==> config.mk <==
export PLATFORM = sky130hd
export DESIGN_NAME = pcpa_top
export DESIGN_NICKNAME = d
export VERILOG_FILES = /design/src/hw/pcpa_pkg.sv /design/src/hw/pcpa_top.sv
export SDC_FILE = /design/constraint.sdc
export NUM_CORES = 1
export LEC_CHECK = 0
export BUFFER_PORTS_ARGS = -buffer_cell sky130_fd_sc_hd__buf_4
export CORE_AREA = 2 2 92 94
export CTS_CLUSTER_DIAMETER = 200
export DETAILED_ROUTE_END_ITERATION = 8
export DIE_AREA = 0 0 94 96
export PLACE_DENSITY = 0.58
export SLEW_MARGIN = 20
export SYNTH_ARGS = -nofsm -noshare
export SYNTH_HDL_FRONTEND = slang
export SYNTH_SLANG_ARGS = --single-unit
export TNS_END_PERCENT = 5
==> constraint.sdc <==
create_clock -name CLOCK -period 1.5 [get_ports CLOCK]
set_input_delay 0 -clock CLOCK [delete_from_list [all_inputs] [get_ports CLOCK]]
set_output_delay 0 -clock CLOCK [all_outputs]
set_load 0.01 [all_outputs]
==> src/hw/pcpa_pkg.sv <==
// pcpa_pkg: constants and carriers for page cache, protection and alignment
// assumes: used by hw/pcpa_top.sv, the checker and the testbench, through scoped names
package pcpa_pkg;
	localparam int CTRL_W = 32;
	localparam int FILL_INHIBIT_BIT = 30;
	localparam int WT_SUPPRESS_BIT = 29;
	localparam int ALIGN_MASK_BIT = 18;
	localparam int WRITE_PROTECT_BIT = 16;
	localparam int FLAG_ALIGN_BIT = 18;
	localparam int ENTRY_WRITABLE_BIT = 1;
	localparam int ENTRY_USER_BIT = 2;
	localparam int NOCACHE_BIT = 3;
	localparam int WRITE_POLICY_BIT = 4;
	localparam logic [7:0] PAGE_FAULT_VEC = 8'h0E;
	localparam logic [7:0] ALIGN_FAULT_VEC = 8'h11;
	localparam logic [15:0] ALIGN_ERR_CODE = 16'h0000;
	localparam logic [1:0] USER_LEVEL = 2'h3;
	localparam int CACHE_BYTES = 8192;
	localparam int PAGE_BYTES = 4096;

	typedef enum logic [1:0] {
		PCPA_SZ_BYTE = 2'h0,
		PCPA_SZ_WORD = 2'h1,
		PCPA_SZ_DWORD = 2'h2,
		PCPA_SZ_QWORD = 2'h3
	} pcpa_size_type;

	typedef enum logic [1:0] {
		PCPA_SRC_BASE = 2'h0,
		PCPA_SRC_DIR = 2'h1,
		PCPA_SRC_TABLE = 2'h2
	} pcpa_src_type;

	typedef struct packed {
		logic valid;
		logic write;
		logic fetch;
		logic [1:0] level;
		pcpa_size_type size;
		pcpa_src_type src;
		logic [31:0] addr;
	} pcpa_req_type;

	typedef struct packed {
		logic fill_ok;
		logic write_through;
		logic invalidate_ok;
		logic fault;
		logic [7:0] vector;
		logic [15:0] err_code;
	} pcpa_rsp_type;
endpackage : pcpa_pkg

==> src/hw/pcpa_top.sv <==
// pcpa_top: cache mode decode, page attributes, write protect, alignment
// assumes: requests come from same-clock logic; entries already fetched
`timescale 1ns/1ps
`default_nettype none
module pcpa_top #(
	parameter int CACHE_SIZE = pcpa_pkg::CACHE_BYTES
) (
	input wire logic CLOCK,
	input wire logic RST,
	input wire logic [31:0] CONTROL_WORD,
	input wire logic [31:0] BASE_WORD,
	input wire logic [31:0] FLAGS_WORD,
	input wire logic [31:0] DIR_ENTRY,
	input wire logic [31:0] TABLE_ENTRY,
	input wire logic CACHE_ALLOW_INPUT,
	input wire pcpa_pkg::pcpa_req_type REQ,
	output pcpa_pkg::pcpa_rsp_type RSP,
	output logic RSP_VALID,
	output logic ACCESS_GRANTED,
	output logic PAGE_WRITE_POLICY_ATTR,
	output logic PAGE_NOCACHE_ATTR,
	output logic CACHE_LINE_ALLOC,
	output logic RESERVED_MODE
);
	// unified cache size is fixed by the structure around this block
	if (CACHE_SIZE != pcpa_pkg::CACHE_BYTES) begin : g_size_check
		$error("pcpa_top: unified cache must be 8KB");
	end

	pcpa_pkg::pcpa_rsp_type rsp_reg, rsp_next;
	logic valid_reg, valid_next;
	logic grant_reg, grant_next;
	logic policy_reg, policy_next;
	logic nocache_reg, nocache_next;
	logic alloc_reg, alloc_next;
	logic resv_reg, resv_next;

	logic fill_inhibit;
	logic wt_suppress;
	logic [31:0] attr_src;
	logic entry_user;
	logic entry_writable;
	logic write_protect;
	logic supervisor;
	logic misaligned;
	logic prot_fault;
	logic align_fault;

	always_comb begin
		fill_inhibit = CONTROL_WORD[pcpa_pkg::FILL_INHIBIT_BIT];
		wt_suppress = CONTROL_WORD[pcpa_pkg::WT_SUPPRESS_BIT];
		write_protect = CONTROL_WORD[pcpa_pkg::WRITE_PROTECT_BIT];
		supervisor = (REQ.level != pcpa_pkg::USER_LEVEL);
		// attribute source by cycle kind
		unique case (REQ.src)
			pcpa_pkg::PCPA_SRC_BASE: attr_src = BASE_WORD;
			pcpa_pkg::PCPA_SRC_DIR: attr_src = DIR_ENTRY;
			default: attr_src = TABLE_ENTRY;
		endcase
		// effective rights are the more restrictive of the two levels
		entry_user = DIR_ENTRY[pcpa_pkg::ENTRY_USER_BIT]
			& TABLE_ENTRY[pcpa_pkg::ENTRY_USER_BIT];
		entry_writable = DIR_ENTRY[pcpa_pkg::ENTRY_WRITABLE_BIT]
			& TABLE_ENTRY[pcpa_pkg::ENTRY_WRITABLE_BIT];
		// misalignment by access size
		unique case (REQ.size)
			pcpa_pkg::PCPA_SZ_WORD: misaligned = REQ.addr[0];
			pcpa_pkg::PCPA_SZ_DWORD: misaligned = |REQ.addr[1:0];
			pcpa_pkg::PCPA_SZ_QWORD: misaligned = |REQ.addr[2:0];
			pcpa_pkg::PCPA_SZ_BYTE: misaligned = 1'b0;
		endcase
		// protection check
		if (supervisor) begin
			// compatible mode lets supervisor write anything
			prot_fault = REQ.write & write_protect & ~entry_writable;
		end else begin
			prot_fault = ~entry_user | (REQ.write & ~entry_writable);
		end
		// alignment check, data references only
		align_fault = CONTROL_WORD[pcpa_pkg::ALIGN_MASK_BIT]
			& FLAGS_WORD[pcpa_pkg::FLAG_ALIGN_BIT]
			& ~supervisor
			& ~REQ.fetch & misaligned;
	end

	always_comb begin
		rsp_next = rsp_reg;
		valid_next = 1'b0;
		grant_next = 1'b0;
		policy_next = policy_reg;
		nocache_next = nocache_reg;
		alloc_next = 1'b0;
		resv_next = ~fill_inhibit & wt_suppress;
		if (REQ.valid) begin
			valid_next = 1'b1;
			policy_next = attr_src[pcpa_pkg::WRITE_POLICY_BIT];
			nocache_next = attr_src[pcpa_pkg::NOCACHE_BIT];
			// internal cache writes through unless WT_SUPPRESS_BIT is set; policy bit not used here
			rsp_next.write_through = ~wt_suppress;
			rsp_next.invalidate_ok = ~wt_suppress;
			rsp_next.fill_ok = ~fill_inhibit & CACHE_ALLOW_INPUT
				& ~attr_src[pcpa_pkg::NOCACHE_BIT];
			// alignment reported ahead of page fault, before completion
			if (align_fault) begin
				rsp_next.fault = 1'b1;
				rsp_next.vector = pcpa_pkg::ALIGN_FAULT_VEC;
				rsp_next.err_code = pcpa_pkg::ALIGN_ERR_CODE;
			end else if (prot_fault) begin
				rsp_next.fault = 1'b1;
				rsp_next.vector = pcpa_pkg::PAGE_FAULT_VEC;
				rsp_next.err_code = {13'h0, supervisor ? 1'b0 : 1'b1,
					REQ.write, 1'b1};
			end else begin
				rsp_next.fault = 1'b0;
				rsp_next.vector = 8'h00;
				rsp_next.err_code = 16'h0000;
			end
			grant_next = ~align_fault & ~prot_fault;
			// line fill only when allowed; results unchanged either way
			alloc_next = grant_next & ~REQ.write & rsp_next.fill_ok;
		end
	end

	always_ff @(posedge CLOCK or posedge RST) begin
		if (RST) begin
			rsp_reg <= '0;
			valid_reg <= 1'b0;
			grant_reg <= 1'b0;
			policy_reg <= 1'b0;
			nocache_reg <= 1'b0;
			alloc_reg <= 1'b0;
			resv_reg <= 1'b0;
		end else begin
			rsp_reg <= rsp_next;
			valid_reg <= valid_next;
			grant_reg <= grant_next;
			policy_reg <= policy_next;
			nocache_reg <= nocache_next;
			alloc_reg <= alloc_next;
			resv_reg <= resv_next;
		end
	end

	assign RSP = rsp_reg;
	assign RSP_VALID = valid_reg;
	assign ACCESS_GRANTED = grant_reg;
	assign PAGE_WRITE_POLICY_ATTR = policy_reg;
	assign PAGE_NOCACHE_ATTR = nocache_reg;
	assign CACHE_LINE_ALLOC = alloc_reg;
	assign RESERVED_MODE = resv_reg;
endmodule : pcpa_top
`default_nettype wire

# After elaboration in Yosys (flattened, before gate mapping)
# Cells that the tools add are included.
[totals] regBits=33 latchBits=0 ram_bits=0 rom_bits=0 in_bits=204 out_inout_bits=34 wordCells=55 n_memories=0
[op_classes] add_sub_neg=0 mul=0 n_div=0 order_cmp=0 n_eq_ne=5 shift=0 muxes=9 bitwise_logic=26 reduce_logical=4
[op_table] operator="25-bit two-way mux" n=2
[op_table] operator="1-bit bitwise AND" n=15
[op_table] operator="1-bit inverter" n=10
[op_table] operator="5-bit case mux with 2 select lines" n=1
[op_table] operator="1-bit two-way mux" n=5
[op_table] operator="2-bit by 1-bit == test with 1-bit output, second input constant" n=2
[op_table] operator="2-bit == test, second input constant" n=2
[op_table] operator="2-bit logical NOT" n=2
[op_table] operator="1-bit case mux with 4 select lines" n=1
[op_table] operator="3-bit OR reduction" n=1
[op_table] operator="2-bit inequality test, second input constant" n=1
[op_table] operator="2-bit OR reduction" n=1
[op_table] operator="1-bit bitwise OR" n=1

# Depth between registers and ports, before layout
# Gate-level depths: netlist (run 1).
[depth] ltp_word=10 depth_mapped=4 ltp_nobuf=4

# Worst setup path before layout (run 1)
# No wires, ideal clock.
[synth_timing] kind="input to register" from="in REQ[32] (netlist name)" to="reg alloc_reg (netlist: CACHE_LINE_ALLOC)" arrival_ns=0.899 path_slack_ns=0.494 path_stages=4 n_path_buf=0 cell_sequence="mux2i_1 -> o21ai_1 -> or3_4 -> a2111oi_4"
[synth_between] elab_chain_cells=6 elab_cells_between_ends=7 cone_classes="1 x eq/ne; 2 x mux; 3 x bitwise; 1 x reduce/logical"
[synth_lines] item="start: declaration" line="pcpa_top.sv:16" rtl="input wire pcpa_pkg::pcpa_req_type REQ,"
[synth_lines] item="2-bit by 1-bit == test with 1-bit output / 2-bit logical NOT (equally long branches)" line="pcpa_top.sv:55" rtl="unique case (REQ.src)"
[synth_lines] item="5-bit case mux with 2 select lines *" line="pcpa_top.sv:55"
[synth_lines] item="1-bit inverter *" line="pcpa_top.sv:102" rtl="& ~attr_src[pcpa_pkg::NOCACHE_BIT];"
[synth_lines] item="1-bit bitwise AND *" line="pcpa_top.sv:102"
[synth_lines] item="1-bit bitwise AND *" line="pcpa_top.sv:120" rtl="alloc_next = grant_next & ~REQ.write & rsp_next.fill_ok;"
[synth_lines] item="1-bit two-way mux *" line="pcpa_top.sv:94" rtl="if (REQ.valid) begin"
[synth_lines] item="named net alloc_next" line="pcpa_top.sv:35" rtl="logic alloc_reg, alloc_next;"
[synth_lines] item="end signal: assignment" line="pcpa_top.sv:139" rtl="alloc_reg <= alloc_next;"
[synth_lines] item="end: declaration" line="pcpa_top.sv:35"
# Mark *: on every way through the listed nets, which the timed path passes. The rest lies on a longest branch.
# A chain may end at the register's enable or synchronous reset.

# Worst setup path in the final report (run 1)
[layout_timing] from="in REQ[40] (netlist name)" to="reg alloc_reg (netlist: CACHE_LINE_ALLOC)"
[layout_between] elab_chain_cells=1
[layout_lines] item="1-bit two-way mux" line="pcpa_top.sv:94"
[layout_lines] item="named net alloc_next" line="pcpa_top.sv:35"
# The timed path passes the listed nets, and every way through them passes these cells.

==> results of run 1 <==
worst max-delay path, delay by kind of cell:
| kind | cells | cell delay [ns] |
|---|---|---|
| buffers and inverters | 2 | 0.72 |
| AOI/OAI and AO/OA | 1 | 0.32 |
| and+or+nand+nor | 2 | 0.41 |
cells by family (layout without fill, tap and decap cells):
family / Yosys count / count (layout) / synth area share
buf+inv: 26 / 61 / 0.229
simple gates: 17 / 17 / 0.131
compound gates: 14 / 14 / 0.159
flops: 13 / 13 / 0.421
mux: 4 / 4 / 0.0551
other cells: 1 / 16 / 0.00486
flip-flops by register name, summed over array words and instances (netlist names):
signal and cells:
RSP_VALID 1, CACHE_LINE_ALLOC 1, RSP 7, PAGE_WRITE_POLICY_ATTR 1
RESERVED_MODE 1, PAGE_NOCACHE_ATTR 1, ACCESS_GRANTED 1
layout make-up:
class / count / area [um2] / share of cell area
Multi-Input combinational cell: 51 / 327 / 0.260
Tap cell: 105 / 131 / 0.105
Clock buffer: 4 / 45.0 / 0.0359
Inverter: 4 / 15.0 / 0.0120
Timing Repair Buffer: 53 / 413 / 0.329
Sequential cell: 13 / 325 / 0.259
repair_timing:
action,in CTS,in global routing
buffers inserted,0,0
endpoints found under the hold margin,17,0
endpoints found under the setup margin,0,0
hold buffers,6,0
resized for setup,0,0
synthesized netlist by cell type, types with 2 or more instances:
cell type and count:
nand2_1 7, nand3_1 4, o21ai_0 3, o2bb2ai_1 3
buf_4 21, dfrtp_1 13, inv_1 4, a21oi_1 2
mux2i_1 2, mux2_2 2
power by group through the flow:
stage          logic, uW  registers, uW  clock network [uW]
2_1_floorplan        129            411                   0
3_3_place_gp         237            402                   0
3_5_place_dp         240            402                   0
4_1_cts              253            397                 335
5_1_grt              272            400                 358
6_report             249            396                 321
worst max path at each step:
stage	endpoint	slack, ns	cells after the start	startpoint
final	CACHE_LINE_ALLOC$_DFF_PP0_	0.17	5	REQ[40]
after global routing	CACHE_LINE_ALLOC$_DFF_PP0_	0.10	5	REQ[40]
after detailed placement	CACHE_LINE_ALLOC$_DFF_PP0_	0.12	5	REQ[32]
after CTS	CACHE_LINE_ALLOC$_DFF_PP0_	0.15	5	REQ[40]
after global placement	CACHE_LINE_ALLOC$_DFF_PP0_	0.06	5	REQ[32]
after floorplan	CACHE_LINE_ALLOC$_DFF_PP0_	0.49	4	REQ[32]
stage by stage:
stage / cell area (um2) / worst slack (ns)
6_report: 1260 / 0.171
3_5_place_dp: 1150 / 0.117
4_1_cts: 1260 / 0.146
5_1_grt: 1260 / 0.103
2_1_floorplan: 828 / 0.494
3_3_place_gp: 1150 / 0.0577
routing by layer:
metal	track usage	vias to the layer above	wire length [um]
li1	-	324	-
met1	0.0664	291	1070
met2	0.0756	41	1030
met3	0.0251	2	214
met4	0.0109	0	13
met5	0	-	0
==> results.sh, run 1 <==
export IMPL_status="finished clean"
export IMPL_relSlewSlack=0.629
export IMPL_drtIter0Drc=4
export IMPL_seq_power_share=0.410
export IMPL_grt_start_max_net_pins=14
export IMPL_hpwlAfterDp_mm=1.92
export IMPL_ff2ff_setup_slack_ns=0.75
export IMPL_drive_gt1_frac=0.456
export IMPL_dieArea_um2=9020
export IMPL_cts_sinks=13
export IMPL_critPathKind="in2reg"
export IMPL_p_leak_uw=0.000590
export IMPL_tightest_slew_ns=0.556
export IMPL_ys_warn_count=0
export IMPL_die_width_um=94
export IMPL_postSynthCellCount=75
export IMPL_htree_num_levels=1
export IMPL_hold_path_end="RSP[2]$_DFFE_PP0P_"
export IMPL_synth_top_area_frac=0.421
export IMPL_worstReg2RegStart="PAGE_NOCACHE_ATTR$_DFFE_PP0P_"
export IMPL_whs_path_depth=3
export IMPL_drtAntennaViolNets=0
export IMPL_synthFlopType="dfrtp_1"
export IMPL_power_uw=966
export IMPL_worstPathMaxFanout=13
export IMPL_holdCritPathClass="in2reg"
export IMPL_reg2reg_depth=1
export IMPL_nFillCells=911
export IMPL_start_kind="input pin"
export IMPL_synthArstFlopShare=1.00
export IMPL_io_buffers=47
export IMPL_route_detailed_drc=0
export IMPL_rsz0062_at_grt="false"
export IMPL_hold_violations=0
export IMPL_ys_ff_latch=13
export IMPL_grt_pass1_vias=638
export IMPL_seq_area_frac_synth=0.421
export IMPL_io_pins=238
export IMPL_synth_edf_count=0
export IMPL_endpoint_kind="flop"
export IMPL_wirelength_mm=2.32
export IMPL_insertion_delay_ns=0.24
export IMPL_synth_avg_cell_area_um2=10.3
export IMPL_diodes=0
export IMPL_fin_skew_ns=0
export IMPL_cp_data_arrival_time_ns=1.46
export IMPL_syn_to_final_growth_pct=62.7
export IMPL_power_density_nw_per_um2=769
export IMPL_finalSetupViolCount=0
export IMPL_layout_commonest_cell="buf_4"
export IMPL_start_util=0.0959
export IMPL_p_int_uw=698
export IMPL_drv_slew=0
export IMPL_grt_pass1_wl_mm=3.29
export IMPL_p_sw_uw=269
export IMPL_cp_slowest_cell="dlygate4sd3_1"
export IMPL_via_per_inst=2.86
export IMPL_slowest_delay_ns=0.53
export IMPL_p_sw_frac=0.278
export IMPL_timing_fmax_ghz=0.752
export IMPL_hold_ws_ns=0.0495
export IMPL_dr_total_vias=658
export IMPL_core_region_area_um2=8050
export IMPL_p_comb_frac=0.258
export IMPL_dr_pass1_iters=3
export IMPL_dieHeight_um=96
export IMPL_place_congestion=0.646
export IMPL_ys_top_cells_by_area="dfrtp_1, buf_4, a2111oi_4"
export IMPL_syn_area_um2=772
export IMPL_crit_required_ns=1.63
export IMPL_clockRootBuffer="clkbuf_8"
export IMPL_post_route_period_util=0.886
export IMPL_yosysTopAreaCell="dfrtp_1"
export IMPL_clock_power_share=0.332
export IMPL_antenna_found_initial=0
export IMPL_path_cells="dlygate4sd3_1 -> buf_4 -> nand2_1 -> or3_4 -> a2111oi_4"
export IMPL_min_period_ns=1.33
export IMPL_numCtsBuffers=3
export IMPL_layout_common_cells="buf_4, conb_1, dfrtp_1"
export IMPL_track_usage=0.0508
export IMPL_clock_path_buffers=2
export IMPL_fin_nets=330
export IMPL_peakVddDrop_mv=0.227
export IMPL_synth_cell_types=24
export IMPL_timing_rr_end="PAGE_NOCACHE_ATTR$_DFFE_PP0P_"
export IMPL_grt_ovfl_total=0
export IMPL_maxCapViolCount=0
export IMPL_dp_cells=220
export IMPL_final_setup_tns_ns=0
export IMPL_wire_per_inst_um=10.1
export IMPL_row_count=33
export IMPL_min_from="REQ[36]"
export IMPL_cts_reportedPaths_clkPinSlew_ns=0.06
export IMPL_finalNonFillerCells=230
export IMPL_cts_tree="done"
export IMPL_final_core_util=0.156
(Power assumes the default switching activity.)
==> inputs of run 2 (changes only) <==
Settings changed: ABC_AREA from default to 1.
==> results.sh, run 2 <==
export IMPL_status="finished clean"
export IMPL_p_leak_uw=0.000654
export IMPL_fin_nets=349
export IMPL_layout_common_cells="buf_4, nand2_1, conb_1"
export IMPL_cts_post_setup_buffers_inserted=0
export IMPL_die_width_um=94
export IMPL_crit_required_ns=1.62
export IMPL_dr_total_vias=707
export IMPL_drtAntennaViolNets=0
export IMPL_drv_slew=0
export IMPL_start_util=0.0967
export IMPL_cts_hold_buf=5
export IMPL_diodes=0
export IMPL_cp_data_arrival_time_ns=1.28
export IMPL_timing_fmax_ghz=0.862
export IMPL_track_usage=0.0525
export IMPL_yosysTopAreaCell="dfrtp_1"
export IMPL_cts_sinks=13
export IMPL_synth_avg_cell_area_um2=8.19
export IMPL_core_region_area_um2=8050
export IMPL_wirelength_mm=2.48
export IMPL_place_congestion=0.711
export IMPL_maxCapViolCount=0
export IMPL_timing_rr_end="RSP[19]$_DFFE_PP0P_"
export IMPL_syn_to_final_growth_pct=60.0
export IMPL_postSynthCellCount=95
export IMPL_tightest_slew_ns=0.545
export IMPL_min_from="REQ[39]"
export IMPL_drtIter0Drc=28
export IMPL_whs_path_depth=4
export IMPL_reg2reg_depth=2
export IMPL_startpoint="CONTROL_WORD[29]"
export IMPL_synth_top_area_frac=0.418
export IMPL_worstReg2RegStart="RSP[19]$_DFFE_PP0P_"
export IMPL_hpwlAfterDp_mm=2.15
export IMPL_grt_start_max_net_pins=14
export IMPL_fin_ws_ns=0.340
export IMPL_cts_repair_resized=0
export IMPL_critPathKind="in2reg"
export IMPL_relSlewSlack=0.636
export IMPL_dieHeight_um=96
export IMPL_endpoint_kind="flop"
export IMPL_io_buffers=47
export IMPL_synth_edf_count=0
export IMPL_holdCritPathClass="in2reg"
export IMPL_ys_warn_count=0
export IMPL_synth_cell_types=19
export IMPL_min_period_ns=1.16
export IMPL_power_density_nw_per_um2=772
export IMPL_synth_most_common_cell="buf_4"
export IMPL_finalSetupViolCount=0
export IMPL_wire_per_inst_um=9.97
export IMPL_final_setup_tns_ns=0
export IMPL_layout_commonest_cell="buf_4"
export IMPL_cts_tree="done"
export IMPL_grt_pass1_wl_mm=3.44
export IMPL_hold_violations=0
export IMPL_cts_reportedPaths_clkPinSlew_ns=0.06
export IMPL_largest_reg_flops=7
export IMPL_insertion_delay_ns=0.24
export IMPL_numCtsBuffers=3
export IMPL_ff2ff_setup_slack_ns=0.78
export IMPL_clock_path_buffers=2
export IMPL_dr_pass1_iters=4
export IMPL_finalInstanceArea_um2=1240
export IMPL_via_per_inst=2.84
export IMPL_grt_ovfl_total=0
export IMPL_grt_pass1_vias=638
export IMPL_worstPathMaxFanout=2
export IMPL_rsz0062_at_grt="false"
export IMPL_fin_skew_ns=0
export IMPL_start_kind="input pin"
export IMPL_htree_num_levels=1
export IMPL_drive_gt1_frac=0.382
export IMPL_hold_path_end="CACHE_LINE_ALLOC$_DFF_PP0_"
export IMPL_place_ws_ns=0.580
export IMPL_clockRootBuffer="clkbuf_8"
export IMPL_synthFlopType="dfrtp_1"
export IMPL_post_route_period_util=0.773
export IMPL_placed_cell_area_um2=1150
export IMPL_dieArea_um2=9020
export IMPL_row_count=33
export IMPL_antenna_found_initial=0
export IMPL_io_pins=238
export IMPL_ys_ff_latch=13
export IMPL_route_detailed_drc=0
export IMPL_synthArstFlopShare=1.00
export IMPL_synth_common_cells="buf_4, nand2_1, dfrtp_1"
export IMPL_seq_area_frac_synth=0.418
export IMPL_syn_area_um2=778
export IMPL_ys_top_cells_by_area="dfrtp_1, buf_4, nand2_1"
export IMPL_peakVddDrop_mv=0.175
-- run 2: cell types whose count changed after synthesis, sizes merged, moves of 2 or more --
cell / before / now
a211oi: 2 / 0
mux2: 2 / 0
nand3: 4 / 8
nand2: 7 / 19
nand4: 1 / 4
o2bb2ai: 3 / 0
inv: 4 / 12
nor2: 1 / 7
mux2i: 2 / 0
-- run 2: worst max-delay path by stage --
stage,endpoint,depth (start not counted),slack [ns]
2_1_floorplan,PAGE_NOCACHE_ATTR$_DFFE_PP0P_,2,0.81
3_3_place_gp,RSP[24]$_DFFE_PP0P_,8,0.59
3_5_place_dp,RSP[24]$_DFFE_PP0P_,8,0.58
4_1_cts,CACHE_LINE_ALLOC$_DFF_PP0_,6,0.34
5_1_grt,CACHE_LINE_ALLOC$_DFF_PP0_,6,0.29
6_report,RESERVED_MODE$_DFF_PP0_,5,0.34
-- run 2: per-layer routing --
metal  wire length (um)  up-vias  part of all wire  track usage
li1                   -      360                 -            -
met3                413        2              0.17       0.0337
met5                  0        -                 0            0
met4                 19        0            0.0077       0.0181
met1               1140      298              0.46       0.0702
met2                912       47              0.37       0.0667
-- run 2: cells by family (layout without fill, tap and decap cells) --
kind of cell	count (synthesis)	in the layout	share of synthesized area
other	1	16	0.00482
AND/OR/NAND/NOR	39	39	0.238
AO/OA/AOI/OAI	8	8	0.0579
flip-flops	13	13	0.418
buffers and inverters	34	68	0.281
-- run 2: layout make-up --
class | instances | area [um2]
sequential | 13 | 325
multi-input combinational | 63 | 290
clock buffer | 4 | 45.0
tap | 105 | 131
timing repair buffer | 52 | 403
inverter | 12 | 50.0
fill | 913 | 6810
-- run 2: stage by stage --
stage	power (uW)	hold slack (ns)	util	std cells
final	962	0.0334	0.155	249
after global routing	1020	0.0454	0.155	249
after CTS	983	0.0284	0.155	249
after detailed placement	650	0.0857	0.143	240
after global placement	647	0.0840	0.143	240
after floorplan	550	-0.123	-	110
-- run 2: critical path, stage by stage --
cell           delay, ns
dlygate4sd3_1       0.53
buf_4               0.14
inv_1               0.04
nor2_1              0.03
dlygate4sd3_1       0.54
-- run 2: power breakdown --
group	internal [uW]	total, uW	leakage [uW]	switching (uW)
clock	187	312	0.0000228	124
sequential	379	399	0.000163	20.7
combinational	129	250	0.000469	122
==> inputs of run 3 (changes only) <==
Settings changed: ABC_AREA 1 to 0, CORE_AREA 2 2 92 94 to 2 2 91 93, DIE_AREA 0 0 94 96 to 0 0 93 95, PLACE_DENSITY 0.58 to 0.61.
Clock period 1.5 ns to 0.96 ns, I/O delays scaled along.
==> results.sh, run 3 (synthesized netlist as in run 1, its figures left out) <==
export IMPL_p_sw_uw=408
export IMPL_ff2ff_setup_slack_ns=0.21
export IMPL_start_util=0.0974
export IMPL_row_count=33
export IMPL_critPathKind="in2reg"
export IMPL_rsz0062_at_grt="false"
export IMPL_cp_data_arrival_time_ns=1.05
export IMPL_drtIter0Drc=23
export IMPL_grt_pass1_wl_mm=3.41
export IMPL_insertion_delay_ns=0.24
export IMPL_hold_ws_ns=0.0317
export IMPL_fin_skew_ns=0
export IMPL_holdCritPathClass="in2reg"
export IMPL_layout_commonest_cell="buf_4"
export IMPL_crit_required_ns=1.10
export IMPL_htree_num_levels=1
export IMPL_io_buffers=47
export IMPL_startpoint="REQ[39]"
export IMPL_drive_gt1_frac=0.480
export IMPL_finalSetupViolCount=0
export IMPL_wire_per_inst_um=9.83
export IMPL_route_detailed_drc=0
export IMPL_die_width_um=93
export IMPL_clock_power_share=0.323
export IMPL_reg2reg_depth=1
export IMPL_diodes=0
export IMPL_track_usage=0.0515
export IMPL_peakVddDrop_mv=0.573
export IMPL_path_cells="buf_4 -> dlygate4sd3_1 -> a2111oi_4"
export IMPL_grt_pass1_vias=646
export IMPL_dr_pass1_iters=2
export IMPL_clock_path_buffers=2
export IMPL_min_from="CONTROL_WORD[30]"
export IMPL_clockRootBuffer="clkbuf_8"
export IMPL_start_kind="input pin"
export IMPL_fin_nets=332
export IMPL_placed_cell_area_um2=1180
export IMPL_final_core_util=0.160
export IMPL_hpwlAfterDp_mm=1.93
export IMPL_cts_sinks=13
export IMPL_dieHeight_um=95
export IMPL_final_setup_tns_ns=0
export IMPL_antenna_found_initial=0
export IMPL_min_period_ns=0.906
export IMPL_tightest_slew_ns=0.499
export IMPL_p_sw_frac=0.271
export IMPL_largest_reg_flops=7
export IMPL_place_congestion=0.691
export IMPL_core_region_area_um2=7930
export IMPL_timing_rr_end="RSP[19]$_DFFE_PP0P_"
export IMPL_p_int_uw=1100
export IMPL_via_per_inst=2.96
export IMPL_finalInstanceArea_um2=1270
export IMPL_drv_slew=0
export IMPL_status="finished clean"
export IMPL_grt_start_max_net_pins=14
export IMPL_finalNonFillerCells=232
export IMPL_grt_ovfl_total=0
export IMPL_dieArea_um2=8840
export IMPL_power_density_nw_per_um2=1190
export IMPL_endpoint_kind="flop"
export IMPL_worstReg2RegStart="RSP[19]$_DFFE_PP0P_"
export IMPL_whs_path_depth=3
export IMPL_relSlewSlack=0.667
export IMPL_dr_total_vias=686
export IMPL_io_pins=238
export IMPL_maxCapViolCount=0
export IMPL_wirelength_mm=2.28
export IMPL_cts_reportedPaths_clkPinSlew_ns=0.05
export IMPL_drtAntennaViolNets=0
export IMPL_hold_violations=0
export IMPL_seq_power_share=0.413
export IMPL_cp_slowest_cell="dlygate4sd3_1"
export IMPL_nFillCells=920
export IMPL_hold_path_end="CACHE_LINE_ALLOC$_DFF_PP0_"
export IMPL_worstPathMaxFanout=3
export IMPL_layout_common_cells="buf_4, conb_1, dfrtp_1"
export IMPL_post_route_period_util=0.944
export IMPL_p_leak_uw=0.000600
export IMPL_dp_cells=224
export IMPL_p_comb_frac=0.264
export IMPL_syn_to_final_growth_pct=64.0
export IMPL_cts_tree="done"
export IMPL_timing_fmax_ghz=1.10
export IMPL_slowest_delay_ns=0.61
export IMPL_numCtsBuffers=3
run 3: what timing repair did:
item / CTS / global route
gates resized for setup: 0 / 0
setup buffers: 0 / 0
hold endpoints to repair: 16 / 0
hold buffers: 4 / 0
endpoints found under the setup margin: 0 / 0
run 3: worst max-delay path, delay by kind of cell:
family,cells,cell delay (ns)
buffers and inverters,2,0.73
AOI/OAI and AO/OA,1,0.31
run 3: through the flow:
stage	setup WS (ns)	total power, uW
2_1_floorplan	0.0526	844
3_3_place_gp	-0.0841	1010
3_5_place_dp	-0.120	1020
4_1_cts	0.0520	1530
5_1_grt	0.0202	1590
6_report	0.0539	1500
run 3: layer usage:
metal / wire length [um] / track usage
met5: 0 / 0
met4: 8 / 0.00735
met3: 355 / 0.0263
met2: 886 / 0.0725
met1: 1030 / 0.0717
run 3: worst max path at each step:
stage          slack [ns]                         end  depth (start not counted)
3_3_place_gp        -0.08  CACHE_LINE_ALLOC$_DFF_PP0_                          5
6_report             0.05  CACHE_LINE_ALLOC$_DFF_PP0_                          3
4_1_cts              0.05                      RSP[0]                          1
3_5_place_dp        -0.12  CACHE_LINE_ALLOC$_DFF_PP0_                          5
5_1_grt              0.02                      RSP[0]                          1
2_1_floorplan        0.05  CACHE_LINE_ALLOC$_DFF_PP0_                          4
run 3: power groups by stage:
stage / clock [uW] / combinational, uW / sequential (uW)
after floorplan: 0 / 202 / 643
after global placement: 0 / 386 / 629
after detailed placement: 0 / 391 / 630
after CTS: 504 / 404 / 623
after global routing: 527 / 434 / 627
final: 486 / 397 / 621
run 3: layout make-up:
cell class / instances / area (um2) / share of cell area
tap: 105 / 131 / 0.104
multi-input combinational: 51 / 327 / 0.258
timing repair buffer: 55 / 423 / 0.334
sequential: 13 / 325 / 0.257
inverter: 4 / 15.0 / 0.0119
clock buffer: 4 / 45.0 / 0.0356
